<file path="src/hdl/encoder_feedback_map.svh">
// How it works
// - A pulses-per-revolution setting from 0 to 60000 is held, starting at 1000.
// - Writes to resolution, polarity and divider settings are refused while the motor runs.
// - With polarity 0, phase A leading means forward and phase B leading means reverse.
// - With polarity 1, phase B leading means forward and phase A leading means reverse.
// - The rotation sense comes from which phase leads, flipped by a one-bit polarity.
// - The encoder pulse train is divided onto the pulse monitor output.
// - The divider code holds n (0 or 1) and m (1 to 32), legal 1-32 and 101-132, default 1.
// - Monitor pulses come at the input rate times (1 + n) over m.
// - The effective division ratio is held between 1/32 and 1.
`ifndef ENCODER_FEEDBACK_MAP_SVH
`define ENCODER_FEEDBACK_MAP_SVH

`define IDX_PPR 3'h0
`define IDX_POL 3'h1
`define IDX_DIV 3'h2
`define IDX_STATUS 3'h3
`define IDX_POS 3'h4

`define PPR_RESET 16'h03e8
`define PPR_MAX 32'h0000ea60
`define DIV_RESET 8'h01
`define DIV_M_MIN 32'h00000001
`define DIV_M_MAX 32'h00000020
`define DIV_N1_MIN 32'h00000065
`define DIV_N1_MAX 32'h00000084
`define DIV_N1_BASE 8'h64

`define STAT_RUN_BIT 0
`define STAT_FWD_BIT 1
`define STAT_REJ_BIT 2

`endif

</file>
<file path="src/hdl/encoder_feedback_pkg.sv">
package encoder_feedback_pkg;
  typedef enum logic [1:0] {
    resp_okay = 2'b00,
    resp_slverr = 2'b10
  } resp_type;
endpackage

</file>
<file path="src/hdl/encoder_feedback_interface.sv">
// The implementer's own choices: the AXI4-Lite register port and the placing of the registers.
`timescale 1ns/100ps
`include "encoder_feedback_map.svh"
module encoder_feedback_interface (
  input wire logic clk_i,
  input wire logic sys_rst_i,
  input wire logic phase_a_i,
  input wire logic phase_b_i,
  input wire logic phase_z_i,
  input wire logic motor_running_i,
  input wire logic [31:0] s_axi_awaddr_i,
  input wire logic s_axi_awvalid_i,
  output logic s_axi_awready_o,
  input wire logic [31:0] s_axi_wdata_i,
  input wire logic [3:0] s_axi_wstrb_i,
  input wire logic s_axi_wvalid_i,
  output logic s_axi_wready_o,
  output logic [1:0] s_axi_bresp_o,
  output logic s_axi_bvalid_o,
  input wire logic s_axi_bready_i,
  input wire logic [31:0] s_axi_araddr_i,
  input wire logic s_axi_arvalid_i,
  output logic s_axi_arready_o,
  output logic [31:0] s_axi_rdata_o,
  output logic [1:0] s_axi_rresp_o,
  output logic s_axi_rvalid_o,
  input wire logic s_axi_rready_i,
  output logic pulse_monitor_o,
  output logic forward_o
);

  function automatic logic [31:0] merge(input logic [31:0] old, input logic [31:0] nw,
                                        input logic [3:0] strb);
    logic [31:0] res;
    res = old;
    for (int i = 0; i < 4; i++) begin
      if (strb[i]) begin
        res[i*8 +: 8] = nw[i*8 +: 8];
      end
    end
    return res;
  endfunction

  function automatic logic div_legal(input logic [31:0] v);
    return ((v >= `DIV_M_MIN) && (v <= `DIV_M_MAX)) ||
           ((v >= `DIV_N1_MIN) && (v <= `DIV_N1_MAX));
  endfunction

  ////////////////////////////////////////////////////////////////////////////
  // Encoder input synchronisers, bit 0 = A, 1 = B, 2 = Z

  logic [2:0] in_meta_reg;
  logic [2:0] in_sync_reg;
  logic [2:0] in_prev_reg;
  always_ff @(posedge clk_i) begin
    in_meta_reg <= sys_rst_i ? 3'h0 : {phase_z_i, phase_b_i, phase_a_i};
    in_sync_reg <= sys_rst_i ? 3'h0 : in_meta_reg;
    in_prev_reg <= sys_rst_i ? 3'h0 : in_sync_reg;
  end
  wire logic a_rise = in_sync_reg[0] & ~in_prev_reg[0];
  wire logic z_rise = in_sync_reg[2] & ~in_prev_reg[2];
  wire logic b_level = in_sync_reg[1];

  ////////////////////////////////////////////////////////////////////////////
  // Register bus

  logic [15:0] ppr_reg;
  logic pol_reg;
  logic [7:0] div_code_reg;
  logic reject_reg;
  logic [15:0] pos_reg;
  logic [6:0] acc_reg;
  logic forward_reg;
  logic monitor_reg;
  logic aw_got_reg;
  logic w_got_reg;
  logic [2:0] aw_idx_reg;
  logic [31:0] w_data_reg;
  logic [3:0] w_strb_reg;
  logic awready_reg;
  logic wready_reg;
  logic bvalid_reg;
  logic [1:0] bresp_reg;
  logic arready_reg;
  logic rvalid_reg;
  logic [1:0] rresp_reg;
  logic [31:0] rdata_reg;

  wire logic aw_take = s_axi_awvalid_i & awready_reg;
  wire logic w_take = s_axi_wvalid_i & wready_reg;
  wire logic do_write = aw_got_reg & w_got_reg & ~bvalid_reg;
  wire logic aw_got_next = (aw_got_reg & ~do_write) | aw_take;
  wire logic w_got_next = (w_got_reg & ~do_write) | w_take;
  wire logic bvalid_next = do_write | (bvalid_reg & ~s_axi_bready_i);
  wire logic ar_take = s_axi_arvalid_i & arready_reg;
  wire logic rvalid_next = ar_take | (rvalid_reg & ~s_axi_rready_i);
  wire logic [2:0] ar_idx = s_axi_araddr_i[4:2];
  wire logic ar_mapped = (s_axi_araddr_i[31:5] == 27'h0) && (ar_idx <= `IDX_POS);

  // Settings may only change with the motor stopped
  wire logic unlocked = ~motor_running_i;
  wire logic [31:0] ppr_val = merge({16'h0, ppr_reg}, w_data_reg, w_strb_reg);
  wire logic [31:0] pol_val = merge({31'h0, pol_reg}, w_data_reg, w_strb_reg);
  wire logic [31:0] div_val = merge({24'h0, div_code_reg}, w_data_reg, w_strb_reg);
  wire logic wr_ppr = do_write & (aw_idx_reg == `IDX_PPR) & unlocked &
                      (ppr_val <= `PPR_MAX);
  wire logic wr_pol = do_write & (aw_idx_reg == `IDX_POL) & unlocked & (pol_val[31:1] == 31'h0);
  wire logic wr_div = do_write & (aw_idx_reg == `IDX_DIV) & unlocked & div_legal(div_val);
  wire logic wr_ok = wr_ppr | wr_pol | wr_div;

  wire logic [31:0] status_word = {29'h0, reject_reg, forward_reg, motor_running_i};
  wire logic [31:0] rd_word = (ar_idx == `IDX_PPR) ? {16'h0, ppr_reg} :
                              (ar_idx == `IDX_POL) ? {31'h0, pol_reg} :
                              (ar_idx == `IDX_DIV) ? {24'h0, div_code_reg} :
                              (ar_idx == `IDX_STATUS) ? status_word :
                              (ar_idx == `IDX_POS) ? {16'h0, pos_reg} : 32'h0;

  always_ff @(posedge clk_i) begin
    if (sys_rst_i) begin
      aw_got_reg <= 1'b0;
      w_got_reg <= 1'b0;
      awready_reg <= 1'b0;
      wready_reg <= 1'b0;
      bvalid_reg <= 1'b0;
      arready_reg <= 1'b0;
      rvalid_reg <= 1'b0;
    end else begin
      aw_got_reg <= aw_got_next;
      w_got_reg <= w_got_next;
      awready_reg <= ~aw_got_next;
      wready_reg <= ~w_got_next;
      bvalid_reg <= bvalid_next;
      arready_reg <= ~rvalid_next;
      rvalid_reg <= rvalid_next;
    end
  end

  always_ff @(posedge clk_i) begin
    if (sys_rst_i) begin
      aw_idx_reg <= 3'h0;
      w_data_reg <= 32'h0;
      w_strb_reg <= 4'h0;
      bresp_reg <= encoder_feedback_pkg::resp_okay;
      rresp_reg <= encoder_feedback_pkg::resp_okay;
      rdata_reg <= 32'h0;
    end else begin
      if (aw_take) begin
        aw_idx_reg <= (s_axi_awaddr_i[31:5] == 27'h0) ? s_axi_awaddr_i[4:2] : 3'h7;
      end
      if (w_take) begin
        w_data_reg <= s_axi_wdata_i;
        w_strb_reg <= s_axi_wstrb_i;
      end
      if (do_write) begin
        bresp_reg <= wr_ok ? encoder_feedback_pkg::resp_okay : encoder_feedback_pkg::resp_slverr;
      end
      if (ar_take) begin
        rdata_reg <= ar_mapped ? rd_word : 32'h0;
        rresp_reg <= ar_mapped ? encoder_feedback_pkg::resp_okay :
                                 encoder_feedback_pkg::resp_slverr;
      end
    end
  end

  always_ff @(posedge clk_i) begin
    if (sys_rst_i) begin
      ppr_reg <= `PPR_RESET;
      pol_reg <= 1'b0;
      div_code_reg <= `DIV_RESET;
      reject_reg <= 1'b0;
    end else begin
      if (wr_ppr) begin
        ppr_reg <= ppr_val[15:0];
      end
      if (wr_pol) begin
        pol_reg <= pol_val[0];
      end
      if (wr_div) begin
        div_code_reg <= div_val[7:0];
      end
      if (do_write) begin
        reject_reg <= ~wr_ok;
      end
    end
  end

  ////////////////////////////////////////////////////////////////////////////
  // Direction, position and monitor divider

  // A rising while B is low means A leads; polarity flips the sense
  wire logic fwd_now = ~b_level ^ pol_reg;
  wire logic div_n = div_code_reg >= `DIV_N1_BASE;
  wire logic [6:0] div_m = div_n ? 7'(div_code_reg - `DIV_N1_BASE) : div_code_reg[6:0];
  wire logic [6:0] div_inc = div_n ? 7'h2 : 7'h1;
  // A code of 101 would give 2/1; the ratio is capped at one
  wire logic [6:0] eff_inc = (div_inc > div_m) ? div_m : div_inc;
  wire logic [6:0] acc_sum = acc_reg + eff_inc;
  wire logic acc_hit = acc_sum >= div_m;
  wire logic [15:0] ppr_last = ppr_reg - 16'h1;

  always_ff @(posedge clk_i) begin
    if (sys_rst_i) begin
      acc_reg <= 7'h0;
      monitor_reg <= 1'b0;
      forward_reg <= 1'b1;
      pos_reg <= 16'h0;
    end else begin
      monitor_reg <= a_rise & acc_hit;
      if (wr_div) begin
        acc_reg <= 7'h0;
      end else if (a_rise) begin
        acc_reg <= acc_hit ? 7'(acc_sum - div_m) : acc_sum;
      end
      if (a_rise) begin
        forward_reg <= fwd_now;
      end
      // Index resets position; a zero resolution parks it at zero
      if (z_rise || ppr_reg == 16'h0) begin
        pos_reg <= 16'h0;
      end else if (a_rise && fwd_now) begin
        pos_reg <= (pos_reg >= ppr_last) ? 16'h0 : pos_reg + 16'h1;
      end else if (a_rise) begin
        pos_reg <= (pos_reg == 16'h0) ? ppr_last : pos_reg - 16'h1;
      end
    end
  end

  assign s_axi_awready_o = awready_reg;
  assign s_axi_wready_o = wready_reg;
  assign s_axi_bvalid_o = bvalid_reg;
  assign s_axi_bresp_o = bresp_reg;
  assign s_axi_arready_o = arready_reg;
  assign s_axi_rvalid_o = rvalid_reg;
  assign s_axi_rresp_o = rresp_reg;
  assign s_axi_rdata_o = rdata_reg;
  assign pulse_monitor_o = monitor_reg;
  assign forward_o = forward_reg;
endmodule

</file>
<file path="config.mk">
export PLATFORM = sky130hd
export DESIGN_NAME = encoder_feedback_interface
export DESIGN_NICKNAME = d
export VERILOG_FILES = /design/src/hdl/encoder_feedback_pkg.sv /design/src/hdl/encoder_feedback_interface.sv
export VERILOG_INCLUDE_DIRS = /design/src /design/src/hdl
export SDC_FILE = /design/constraint.sdc
export NUM_CORES = 1
export LEC_CHECK = 0
export BUFFER_PORTS_ARGS = -buffer_cell sky130_fd_sc_hd__buf_2
export CORE_MARGIN = 5
export CORE_UTILIZATION = 43
export DETAILED_ROUTE_END_ITERATION = 8
export GPL_TIMING_DRIVEN = 0
export PLACE_DENSITY_LB_ADDON = 0.25
export SLEW_MARGIN = 30
export SYNTH_ARGS = -nofsm -noshare
export SYNTH_HDL_FRONTEND = slang
export SYNTH_SLANG_ARGS = --single-unit
</file>
<file path="constraint.sdc">
create_clock -name clk_i -period 6.1 [get_ports clk_i]
set_input_delay 0.305 -clock clk_i [delete_from_list [all_inputs] [get_ports clk_i]]
set_output_delay 0.305 -clock clk_i [all_outputs]
set_load 0.01 [all_outputs]
</file>
# Yosys cells after proc, flatten, opt, wreduce, memory -nomap -nowiden
# Cells that the tools add are included.
totals:
  wordCells: 127
  inputBits: 111
  regBits: 142
  memories: 0
  romBits: 0
  mem_bits_rw: 0
  latchBits: 0
  output_inout_bits: 43
op_classes:
  add_sub_neg: 6
  eq_ne: 6
  multipliers: 0
  n_reduce_logical: 17
  magnitude_cmp: 10
  shift: 0
  div: 0
  bitwise: 40
  mux: 24
ops:
  columns: ["cell", "count"]
  rows:
  - ["$mux 16", 10]
  - ["$mux 8", 7]
  - ["$logic_not 27->1", 2]
  - ["$ge 32x1->1 const B", 1]
  - ["$ge 32x7->1 const B", 1]
  - ["$le 32x16->1 const B", 1]
  - ["$le 32x6->1 const B", 1]
  - ["$le 32x8->1 const B", 1]
  - ["$logic_not 16->1", 2]
  - ["$sub 16x1->16 const B", 2]
  - ["$logic_not 31->1", 1]
  - ["$and 1x1->1", 21]
  - ["$mux 7", 3]
  - ["$add 16x1->16 const B", 1]
  - ["$ge 16x16->1", 1]
  - ["$not 1->1", 12]
  - ["$eq 3x2->1 const B", 3]
  - ["$ge 8x7->1 const B", 1]
  - ["$add 7x7->7", 1]
  - ["$ge 7x7->1", 1]
  - ["$gt 2x7->1", 1]
  - ["$sub 7x7->7", 1]
  - ["$sub 7x7->7 const B", 1]
  - ["$eq 3x1->1 const B", 2]
  - ["other kinds (12)", 25]

# Logic depth before layout (Yosys ltp)
# Gate-level depths: netlist (run 1).
depth:
  word_depth: 8
  depth_mapped: 30
  mapped_depth_nobuf: 27

# Least setup slack after synthesis (run 1)
# OpenSTA, ideal clock, no wires.
synth_path:
  path_kind: "register -> register"
  start: "register div_code_reg[2]"
  end: "register acc_reg[4]"
  setup_ns: 0.125
  arrival_time_ns: 5.054
  required_time_ns: 5.975
  setup_slack_ns: 0.921
  period_less_slack_ns: 5.179
  n_path_buf: 3
  stages_incl_launch_ff: 27
  cell_sequence: "dfxtp_1 > clkbuf_1 > inv_1 > ha_1 > nand2b_1 > a21o_1 > a21o_1 > clkbuf_1 > ha_1 > a21oi_1 > nand3_1 > nor3b_1 > mux2_2 > ha_1 > a21oi_1 > nor2_1 > a211o_1 > a21oi_1 > xnor2_1 > ha_1 > o21ai_0 > a21oi_1 > o22ai_1 > clkbuf_1 > nor2_1 > a211oi_1 > nor3_1"
synth_between:
  elab_chain_len: 7
  elab_cells_between_ends: 20
  cone_classes: "add/sub: 3; order compare: 7; mux: 5; bitwise: 1; reduce/logical: 4"
synth_rtl:
  columns: ["element", "line", "text"]
  rows:
  - ["from (decl)", "encoder_feedback_interface.sv:69", "logic [7:0] div_code_reg;"]
  - ["from (signal assigned)", "encoder_feedback_interface.sv:169", "div_code_reg <= `DIV_RESET;"]
  - ["from (signal assigned)", "encoder_feedback_interface.sv:179", "div_code_reg <= div_val[7:0];"]
  - ["$sub 7x7->7 (no line) or $ge 8x7->1 (tied branches)", null, null]
  - ["$mux 7 or $mux 2 (tied branches)", "encoder_feedback_interface.sv:193, encoder_feedback_interface.sv:194", null]
  - ["$gt 2x7->1", "encoder_feedback_interface.sv:196", "wire logic [6:0] eff_inc = (div_inc > div_m) ? div_m : div_inc;"]
  - ["$mux 7", "encoder_feedback_interface.sv:196", null]
  - ["$add 7x7->7", "encoder_feedback_interface.sv:197", "wire logic [6:0] acc_sum = acc_reg + eff_inc;"]
  - ["$sub 7x7->7 or $ge 7x7->1 (tied branches)", "encoder_feedback_interface.sv:212, encoder_feedback_interface.sv:198", null]
  - ["$mux 7", "encoder_feedback_interface.sv:212", "acc_reg <= acc_hit ? 7'(acc_sum - div_m) : acc_sum;"]
  - ["to (signal assigned)", "encoder_feedback_interface.sv:212", null]
  - ["to (decl)", "encoder_feedback_interface.sv:72", "logic [6:0] acc_reg;"]
# Parallel ways exist; a longest one is shown, timed or not.
# A chain may end at the register's enable or synchronous reset.

# Worst setup path in the final report (run 1)
# Same ends and word-level chain as after synthesis.

==> results of run 1 <==
[stage by stage]
stage	instance area, sq um	total power, W	hold WS [ns]	std cells
floorplan	7570	0.00106	0.414	975
global placement	8500	0.00116	0.415	1328
detailed placement	8500	0.00116	0.431	1328
CTS	9090	0.00217	0.0796	1360
global route	9090	0.00225	0.102	1359
finish	9090	0.00217	0.0851	1359
[per-layer routing]
layer | track usage, % | vias up | share of wire, %
met5 | 0 | - | 0
met4 | 6.52 | 0 | 2.5
met3 | 4.50 | 45 | 6.0
met2 | 36.2 | 280 | 47
met1 | 28.2 | 3366 | 44
li1 | - | 3721 | -
[report_power, final]
group / total, W / switching [W] / leakage, nW / internal [W]
Clock: 0.00102 / 0.000429 / 0.289 / 0.000589
Sequential: 0.000841 / 0.0000198 / 0.991 / 0.000821
Combinational: 0.000308 / 0.000177 / 2.51 / 0.000130
Total: 0.00217 / 0.000626 / 3.79 / 0.00154
[path summary, 6_finish.rpt]
kind,from,to,slack (ns)
worst max-delay path,div_code_reg[2]$_SDFFE_PP0P_,acc_reg[4]$_SDFFE_PP0P_,0.52
worst min-delay path,phase_a_i,in_meta_reg[0]$_SDFF_PP0_,0.09
worst max register to register,div_code_reg[2]$_SDFFE_PP0P_,acc_reg[4]$_SDFFE_PP0P_,0.52
worst min register to register,in_meta_reg[2]$_SDFF_PP0_,in_sync_reg[2]$_SDFF_PP0_,0.44
[logic make-up (layout without fill, tap and decap cells)]
| family | Yosys count | in the layout |
|---|---|---|
| other | 1 | 22 |
| flip-flops | 122 | 122 |
| multiplexers | 40 | 40 |
| adder cells (fa/ha/maj) | 39 | 39 |
| XOR/XNOR | 34 | 34 |
| AO/OA/AOI/OAI | 211 | 211 |
| buffers and inverters | 101 | 260 |
| AND/OR/NAND/NOR | 406 | 406 |
[layout make-up]
class                           instances  area, sq um
Fill cell                            1673         8090
Multi-Input combinational cell        752         4650
Sequential cell                       122         2440
Timing Repair Buffer                  128          641
Clock buffer                           18          439
Buffer                                 74          393
Tap cell                              225          282
Clock inverter                         14          150
Inverter                               26         97.6
[worst max-delay path, stage by stage, from the launching register on]
cell      delay (ns)
dfxtp_1         0.33
clkbuf_2        0.23
inv_1           0.07
ha_1            0.21
nand2b_1        0.12
a21o_1          0.13
a21o_1          0.31
ha_1            0.30
a21oi_1         0.17
nand3_1         0.11
nor3b_2         0.35
mux2_2          0.38
ha_1            0.28
a21oi_1         0.26
nor2_1          0.09
a211o_1         0.28
a21oi_1         0.18
xnor2_1         0.19
ha_1            0.32
o21ai_0         0.09
a21oi_1         0.09
o22ai_1         0.30
clkbuf_2        0.29
nor2_1          0.07
a211oi_1        0.21
nor3_1          0.07
[cell usage in the layout, fill, tap and decap left out, types with 6 or more instances in the layout]
cell type,instances
buf_2,131
dfxtp_1,122
nand2_1,120
nor2_1,100
a21oi_1,74
nor3_1,48
o21ai_0,40
ha_1,37
clkbuf_1,34
mux2i_1,29
inv_1,26
buf_4,25
xnor2_1,24
conb_1,22
nor2b_1,19
nor4_1,18
nand3_1,18
a22oi_1,18
clkbuf_16,17
a211oi_1,16
or3_1,15
or4_1,15
nand2b_1,11
mux2_2,10
xor2_1,10
nand4_1,9
a31oi_1,8
buf_1,8
and2_1,7
o21a_1,6
and3_1,6
o22ai_1,6
inv_6,6
[timing repair]
item / 4_1_cts / 5_1_grt
resized for setup: 1 / 4
pin swaps: 0 / 0
setup endpoints to repair: 3 / 7
setup buffers: 0 / 0
==> results.md, run 1 <==
* Yosys reg bits at 122
* Post-Route WL at 22000 um
* Global placer's final weighted congestion at 0.921
* First DRT Iteration DRCs at between 500 and 600
* Synth cell types at 65
* Mux share of post-synthesis cell area at 5.68%
* CP Class: reg2reg
* Clock transition at path regs at 0.06 ns
* Gr ovfl total at 0
* Via-to-Cell Ratio at roughly 5.5
* Largest fanout on the critical path at 10
* Post-Synth Simple-Gate Area at between 20% and 30%
* Core area at about 0.017 sq mm
* Clk_lat worst skew at 0.43 ns
* CTS root buf: clkbuf_16
* Fmax at between 150 and 200 MHz
* GRT Overall Usage at between 20% and 30%
* Final period utilization at 91.5%
* Final WS setup at around 0.52 ns
* Final ANT Viol Nets at 0
* Max FFs per register at 32
* RSZ-0062 raised after global routing: no
* Outcome: finished, final reports clean
* CP Capture Type: flip-flop
* Largest net degree at the start of global routing at 17
* Antenna cell count at 0
* Main synth FF type: dfxtp_1
* WP data required at approximately 6.4 ns
* Tmin final at between 5 and 6 ns
* Area leader, netlist: dfxtp_1
* Final Max Slew Viols at 0
* H-tree levels at 4
* Place WS at -0.0137 ns
* Post-synth EDFFs at 0
* Routed length per placed instance at ~16 um
* Vias at 7412
* Pwr Density at 238 mW/mm^2
* Post-route setup TNS at 0 ns
* Fraction of layout cells with a size suffix above 1 at between 10% and 20%
* Post-Syn Area at 0.00750 sq mm
* Xor/xnor cell area share of the yosys netlist at just under 4%
* FF-to-FF path depth at 25
* Mapped Cells at 954
* CTS tree: yes
* Die ar. at around 0.020 sq mm
* Clock Skews at 0.00909 ns
* First-pass GRT wire length at approximately 36000 um
* Synth top area share at between 30 and 40%
* Post-Synth Adder-Cell Area at around 6.7%
* Nets at 1271
* Final hold vios at 0
* Crit path arrival time at 5.88 ns
* Synth warn at 0
* # DRC at 0
* Synth Area in Compound Gates at 18.0%
* Deepest clock path buffer count at 2
* Rows at between 40 and 50
* HP Class: in2reg
* Final Core Density at around 53%
* Area grow syn2layout at 21.3%
* Starting Density at approximately 44%
* Commonest cells in the netlist: 122 x dfxtp_1, 120 x nand2_1, 100 x nor2_1, 74 x a21oi_1, 48 x nor3_1
* Sequential area share after synthesis at between 30% and 40%
* IO Count at between 150 and 200
* Largest family of logic cells by synthesized area: simple AND/OR/NAND/NOR gates
* DPL Wire Length at roughly 17000 um
* Die H at 142 um
* Max-slew headroom at 43.5%
* Drt pass-1 iters at 6
* CTS hold repair buffers at 0
* Port bufs at 128
* Post-synth ARST share at 0%
* Pin slew with the least headroom to its limit at about 0.85 ns
* Clk sinks at around 120
* Setup violators final at 0
* Synth area leaders: dfxtp_1 33%, ha_1 6.2%, nand2_1 6.0%, nor2_1 5.0%, a21oi_1 4.9%
* CTS Buf Count at 17
* Max-Cap Viols at 0
* Mean post-synth cell area at 7.86 sq um
* WHS Path Cells at 2
* Worst IR drop on VDD at between 0.00015 and 0.0002 V
* Die Span X at roughly 140 um
* Vias in the first global route at 7032
* Lkg Pwr at between 3 and 4 nW
* CP Launch Type: flip-flop
* Top-count cell post-synth: dfxtp_1
* Initial antenna violation count at 0
(Power assumes the default switching activity.)
==> run 2, diff against run 1 <==
--- a/config.mk
+++ b/config.mk
@@ -11,7 +11,9 @@
 export CORE_UTILIZATION = 43
 export DETAILED_ROUTE_END_ITERATION = 8
 export GPL_TIMING_DRIVEN = 0
+export MAX_ROUTING_LAYER = met4
 export PLACE_DENSITY_LB_ADDON = 0.25
+export SETUP_SLACK_MARGIN = 0.3
 export SLEW_MARGIN = 30
 export SYNTH_ARGS = -nofsm -noshare
 export SYNTH_HDL_FRONTEND = slang
==> run 2 against run 1 <==
Effect of this change: clock power about the same; design area increased by 0.47%; non-clock buffer count up 1; routed wire length shrank 0.28%; die area is the same; setup slack better by 0.16 ns; largest power group unchanged.
==> results.md, run 2 (synthesis results as in run 1) <==
* Port bufs at 128 (unchanged)
* Most common cell on crit path: ha_1
* Clock Skews at 0.0108 ns (+0.00170 ns)
* H-tree levels at 4 (unchanged)
* # DRC at 0 (unchanged)
* Clk sinks at 122 (unchanged)
* Final WS setup at 0.680 ns (+0.163 ns)
* Routed length per placed instance at 16.2 um (-0.35%)
* Most common cell after layout, fill and taps aside: buf_2
* Clock Power Share at 47.5% (+0.5 points)
* Vias at 7480 (+0.92%)
* Fraction of layout cells with a size suffix above 1 at 19.3% (+0.34 points)
* Largest fanout on the critical path at 10 (unchanged)
* Internal at 0.00157 W (+2.0%)
* Design area at 0.00913 sq mm (+0.47%)
* RSZ-0062 raised after global routing: no
* Clk_lat worst skew at 0.43 ns (about the same)
* Max FFs per register at 32 (unchanged)
* Place WS at -0.0198 ns (-0.00609 ns)
* Max-Cap Viols at 0 (unchanged)
* Worst path buffer plus inverter count at 4 (+1)
* Final Max Slew Viols at 0 (unchanged)
* Lkg Pwr at 3.81 nW (+0.41%)
* Largest net degree at the start of global routing at 17 (unchanged)
* Outcome: finished, final reports clean
* Max-slew headroom at 43.1% (-0.41 points)
* Starting Density at 43.6% (unchanged)
* Worst IR drop on VDD at 0.000201 V (+1.0%)
* Crit path arrival time at 5.72 ns (-0.16 ns)
* Drt pass-1 iters at 5 (-1)
* Core area at 0.0172 sq mm (unchanged)
* Deepest clock path buffer count at 2 (unchanged)
* Top delay family on crit path: compound AO/OA/AOI/OAI gates
* Die ar. at 0.0202 sq mm (unchanged)
* Clock transition at path regs at 0.07 ns (about the same)
* First DRT Iteration DRCs at 738 (+24%)
* CP max stage delay at 0.37 ns (about the same)
* First-pass GRT wire length at 35300 um (-1.0%)
* Final period utilization at 88.8% (-2.7 points)
* CP Launch Type: flip-flop
* Die Span X at 142 um (unchanged)
* WP data required at 6.40 ns (about the same)
* Nets at 1272 (+0.079%)
* Final ANT Viol Nets at 0 (unchanged)
* Fmax at 185 MHz (+3.0%)
* IO Count at 154 (unchanged)
* Final hold vios at 0 (unchanged)
* Register share of total power at 38.3% (-0.5 points)
* Gr ovfl total at 0 (unchanged)
* CP Capture Type: flip-flop
* Area grow syn2layout at 21.8%
* Global placer's final weighted congestion at 0.940 (+2.1%)
* Switching share of power at 28.4% (-0.52 points)
* Post-Layout Cell Count at 1360 (+0.074%)
* Rows at 48 (unchanged)
* Vias in the first global route at 6995 (-0.53%)
* Slowest-stage cell, CP: mux2_2
* Tmin final at 5.42 ns (-0.163 ns)
* Die H at 142 um (unchanged)
* Post-Route WL at 22000 um (-0.28%)
* Cells after DPL at 1328 (unchanged)
* Sw Pwr at 0.000623 W (-0.63%)
* CTS tree: yes
* DPL Wire Length at 16900 um (+1.0%)
* CP Class: reg2reg
* CTS root buf: clkbuf_16
* Most frequent cells in the layout: 132 x buf_2, 122 x dfxtp_1, 120 x nand2_1
* Setup violators final at 0 (unchanged)
* Antenna cell count at 0 (unchanged)
* Hold Slack at 0.0900 ns (+0.00492 ns)
* Initial antenna violation count at 0 (unchanged)
* Combinational Power Share at 14.1% (about the same)
* Via-to-Cell Ratio at 5.50 (+0.84%)
* CTS Buf Count at 17 (unchanged)
* Pwr Density at 240 mW/mm^2 (+0.73%)
* Pin slew with the least headroom to its limit at 0.854 ns (+0.00615 ns)
* HP Class: in2reg
* Placed Area at 0.00850 sq mm (unchanged)
* GRT Overall Usage at 22.1% (+0.43 points)
[run 2: per-stage QoR]
step	setup TNS, ns	util (%)	power, W
2_1_floorplan	0	-	0.00106
3_3_place_gp	0	49.5	0.00116
3_5_place_dp	-0.0302	49.5	0.00116
4_1_cts	0	53.0	0.00220
5_1_grt	0	53.2	0.00228
6_report	0	53.2	0.00219
[run 2: worst reg2reg max path, stage by stage (launching register included)]
cell and delay [ns]:
dfxtp_1 0.31, clkbuf_2 0.20, inv_1 0.09, ha_1 0.16
nand2b_1 0.09, a21o_1 0.18, a21o_1 0.17, clkbuf_2 0.18
ha_1 0.33, a21oi_1 0.06, a21oi_1 0.13, nand3_1 0.14
nor3b_4 0.31, mux2_2 0.37, ha_1 0.29, a21oi_2 0.18
nor2_1 0.07, a211o_1 0.28, a21oi_1 0.17, xnor2_1 0.20
ha_1 0.34, o21ai_0 0.13, a21oi_2 0.08, o22ai_2 0.21
buf_2 0.26, nor2_1 0.07, a211oi_1 0.21, nor3_1 0.08
[run 2: power groups by stage]
stage               clock network, W  registers [W]  logic (W)
finish                       0.00104       0.000841   0.000310
global route                 0.00109       0.000843   0.000344
CTS                          0.00106       0.000841   0.000305
detailed placement                 0       0.000858   0.000302
global placement                   0       0.000858   0.000301
floorplan                          0       0.000853   0.000211
[run 2: worst paths after layout]
| path | start | endpoint | slack, ns | cells past startpoint |
|---|---|---|---|---|
| setup / recovery | div_code_reg[2]$_SDFFE_PP0P_ | acc_reg[4]$_SDFFE_PP0P_ | 0.68 | 27 |
| hold / removal | phase_z_i | in_meta_reg[2]$_SDFF_PP0_ | 0.09 | 2 |
| setup reg to reg | div_code_reg[2]$_SDFFE_PP0P_ | acc_reg[4]$_SDFFE_PP0P_ | 0.68 | 27 |
| hold reg to reg | in_meta_reg[2]$_SDFF_PP0_ | in_sync_reg[2]$_SDFF_PP0_ | 0.44 | 1 |
[run 2: routing by layer]
| metal | global-route usage, % | wire (um) | vias to the layer above |
|---|---|---|---|
| met5 | - | 0 | - |
| met1 | 28.8 | 9950 | 3447 |
| met2 | 35.7 | 10400 | 263 |
| met3 | 2.92 | 1200 | 39 |
| li1 | - | - | 3731 |
| met4 | 6.82 | 470 | 0 |
[run 2: layout make-up]
cell class / instances / area (sq um)
clock buffer: 17 / 425
inverter: 26 / 97.6
clock inverter: 15 / 181
timing repair buffer: 128 / 641
sequential: 122 / 2440
multi-input combinational: 752 / 4670
tap: 225 / 282
fill: 1669 / 8040
buffer: 75 / 398
[run 2: what timing repair did]
action                                  CTS  global route
buffers inserted                          0             0
hold buffers                              0             0
gates resized for setup                   3             7
endpoints found under the setup margin    7             7
==> run 3, diff against run 2 <==
==> constraint.sdc (replaced) <==
create_clock -name clk_i -period 5.8 [get_ports clk_i]
set_input_delay 0.29 -clock clk_i [delete_from_list [all_inputs] [get_ports clk_i]]
set_output_delay 0.29 -clock clk_i [all_outputs]
set_load 0.01 [all_outputs]
==> run 3 against run 2 <==
Effect of this change: sequential share of layout area decreased by 0.17 points; sequential power increased by 5.1%; via count increased by 0.45%; utilization increased by 0.34 points; global-route usage about the same; design area increased by 0.63%; register-to-register slack got worse by 0.13 ns; sequential cell count unchanged; clock-buffer cell count unchanged; total power increased by 6.0%; critical endpoint is now acc_reg[0]$_SDFFE_PP0P_; largest power group unchanged.
==> results.md, run 3 (synthesis results as in run 1) <==
* Sw Pwr at 0.000664 W (+6.6%)
* Switching share of power at 28.6% (+0.16 points)
* Max-slew headroom at 42.6% (-0.43 points)
* Area grow syn2layout at 22.6%
* Worst path buffer plus inverter count at 4 (unchanged)
* Clock transition at path regs at 0.07 ns (about the same)
* Via-to-Cell Ratio at 5.51 (+0.16%)
* Fmax at 190 MHz (+3.2%)
* Port bufs at 128 (unchanged)
* CP Class: reg2reg
* Gr ovfl total at 0 (unchanged)
* Met1 wire length at 9950 um (about the same)
* Min-delay src: phase_z_i
* Internal at 0.00166 W (+5.8%)
* Fraction of layout cells with a size suffix above 1 at 20.0% (+0.72 points)
* Pwr Density at 253 mW/mm^2 (+5.4%)
* Largest net degree at the start of global routing at 17 (unchanged)
* Most common cell on crit path: ha_1
* Routed length per placed instance at 16.3 um (+0.61%)
* Clk_lat worst skew at 0.43 ns (about the same)
* CTS Buf Count at 17 (unchanged)
* Post-Layout Cell Count at 1364 (+0.29%)
* CTS tree: yes
* Setup violators final at 0 (unchanged)
* CTS root buf: clkbuf_16
* Die H at 142 um (unchanged)
* Top sig layer: met4
* Max-Cap Viols at 0 (unchanged)
* Core area at 0.0172 sq mm (unchanged)
* RSZ-0062 raised after global routing: yes
* Tot Pwr at 0.00232 W (+6.0%)
* Outcome: finished, final reports clean
* Worst Hold Endpoint: in_meta_reg[2]$_SDFF_PP0_
* Fillers at 1668 (-0.060%)
* Pin slew with the least headroom to its limit at 0.860 ns (+0.00640 ns)
* HP Class: in2reg
* Tmin final at 5.25 ns (-0.170 ns)
* GRT Overall Usage at 22.1% (+0.036 points)
* CP Capture Type: flip-flop
* Combinational Power Share at 14.7% (+0.6 points)
* CP Launch Type: flip-flop
* WP data required at 6.10 ns (-0.30 ns)
* Register share of total power at 38.0% (-0.3 points)
* Antenna cell count at 0 (unchanged)
* IO Count at 154 (unchanged)
* Starting Density at 43.6% (unchanged)
* Max FFs per register at 32 (unchanged)
* Final WS setup at 0.550 ns (-0.130 ns)
* Drt pass-1 iters at 5 (unchanged)
* Routed wl met3 at 1210 um (+0.75%)
* CP max stage delay at 0.37 ns (about the same)
* Rows at 48 (unchanged)
* Most common cell after layout, fill and taps aside: buf_2
* Die Span X at 142 um (unchanged)
* Vias in the first global route at 7017 (+0.31%)
* Post-Route WL at 22200 um (+0.91%)
* Post-route setup TNS at 0 ns (unchanged)
* Nets at 1276 (+0.31%)
* Lkg Pwr at 3.84 nW (+0.89%)
* Final hold vios at 0 (unchanged)
* Clk sinks at 122 (unchanged)
* Flop2flop setup slack at 0.55 ns (-0.13 ns)
* Final Max Slew Viols at 0 (unchanged)
* Slowest-stage cell, CP: ha_1
* Worst IR drop on VDD at 0.000211 V (+4.9%)
* Final period utilization at 90.5% (+1.7 points)
* Die ar. at 0.0202 sq mm (unchanged)
* Reg area at 0.00244 sq mm (unchanged)
* RR Endpoint: acc_reg[0]$_SDFFE_PP0P_
* FF-to-FF path depth at 26 (-3.7%)
* Place WS at -0.320 ns (-0.300 ns)
* Top delay family on crit path: compound AO/OA/AOI/OAI gates
* First DRT Iteration DRCs at 685 (-7.2%)
* Met2 WL at 10500 um (+1.8%)
* Most frequent cells in the layout: 134 x buf_2, 122 x dfxtp_1, 120 x nand2_1
* DPL Wire Length at 16900 um (unchanged)
* First-pass GRT wire length at 35300 um (+0.18%)
* Crit path arrival time at 5.55 ns (-0.17 ns)
* Vias at 7514 (+0.45%)
* RR Startpoint: div_code_reg[2]$_SDFFE_PP0P_
* Largest fanout on the critical path at 10 (unchanged)
* Final ANT Viol Nets at 0 (unchanged)
* Clock Skews at 0.00956 ns (-0.00123 ns)
* Multi-input gate area at 0.00469 sq mm (+0.51%)
* H-tree levels at 4 (unchanged)
* Deepest clock path buffer count at 2 (unchanged)
* Cells after DPL at 1328 (unchanged)
* Global placer's final weighted congestion at 0.940 (unchanged)
* Initial antenna violation count at 0 (unchanged)
* # DRC at 0 (unchanged)
* WHS Path Cells at 2 (unchanged)
* Clock Power Share at 47.2% (-0.3 points)
* Hold Slack at 0.0761 ns (-0.0139 ns)
[run 3: cell types whose count changed in the layout (fill, tap and decap cells not counted), moves of 2 or more]
cell and delta:
buf_2 +2, o21ai_0 -2, clkbuf_2 -2, buf_4 +3
[run 3: power by group through the flow]
stage          clock network (W)  registers [W]  logic (W)
6_report                 0.00110       0.000884   0.000343
3_5_place_dp                   0       0.000902   0.000318
3_3_place_gp                   0       0.000902   0.000316
5_1_grt                  0.00114       0.000887   0.000380
2_1_floorplan                  0       0.000897   0.000222
4_1_cts                  0.00111       0.000884   0.000322
[run 3: area by class of cell]
| cell class | count | area share [%] |
|---|---|---|
| clock inverters | 15 | 1.97 |
| plain buffers | 75 | 4.40 |
| well taps | 225 | 3.06 |
| flip-flops and latches | 122 | 26.6 |
| repair buffers | 132 | 7.27 |
| clock buffers | 17 | 4.63 |
| inverters | 26 | 1.06 |
| multi-input cells | 752 | 51.0 |
[run 3: repair_timing]
action,CTS,global route
cloned,0,1
setup buffers,0,3
hold buffers,0,0
setup endpoints to repair,8,8
resized for setup,6,15
pin swaps,0,7
[run 3: worst max-delay path by stage]
| stage | start | end | slack (ns) | cells after the start |
|---|---|---|---|---|
| finish | div_code_reg[2]$_SDFFE_PP0P_ | acc_reg[0]$_SDFFE_PP0P_ | 0.55 | 26 |
| global placement | div_code_reg[2]$_SDFFE_PP0P_ | acc_reg[4]$_SDFFE_PP0P_ | -0.29 | 26 |
| floorplan | div_code_reg[2]$_SDFFE_PP0P_ | acc_reg[4]$_SDFFE_PP0P_ | 0.62 | 26 |
| global route | div_code_reg[2]$_SDFFE_PP0P_ | acc_reg[4]$_SDFFE_PP0P_ | 0.23 | 29 |
| CTS | div_code_reg[2]$_SDFFE_PP0P_ | acc_reg[3]$_SDFFE_PP0P_ | 0.32 | 26 |
| detailed placement | div_code_reg[2]$_SDFFE_PP0P_ | acc_reg[4]$_SDFFE_PP0P_ | -0.32 | 26 |
[run 3: metal layers]
metal	global-route usage (%)	up-vias
li1	-	3741
met4	6.77	0
met2	35.9	267
met3	2.92	40
met5	-	-
met1	28.8	3466
[run 3: worst reg2reg max path, cell delays in order, from the launching register on]
cell and delay, ns:
dfxtp_1 0.31, buf_2 0.18, inv_1 0.07, ha_1 0.15, nand2b_1 0.09, a21o_1 0.19
a21o_1 0.17, buf_2 0.17, ha_1 0.31, a21oi_1 0.06, a21oi_1 0.13, nand3_1 0.14
nor3b_4 0.27, mux2_2 0.36, ha_1 0.29, a21oi_2 0.20, nor2_1 0.07, a211o_1 0.28
a21oi_1 0.17, xnor2_1 0.14, ha_1 0.37, nand4_1 0.13, o21ai_2 0.20, o22ai_2 0.15
buf_2 0.19, a211oi_1 0.24, nor3_1 0.07
[run 3: through the flow]
stage / util, % / area, sq um
finish: 53.5 / 9190
global route: 53.5 / 9190
CTS: 53.1 / 9130
detailed placement: 49.5 / 8500
global placement: 49.5 / 8500
floorplan: - / 7570
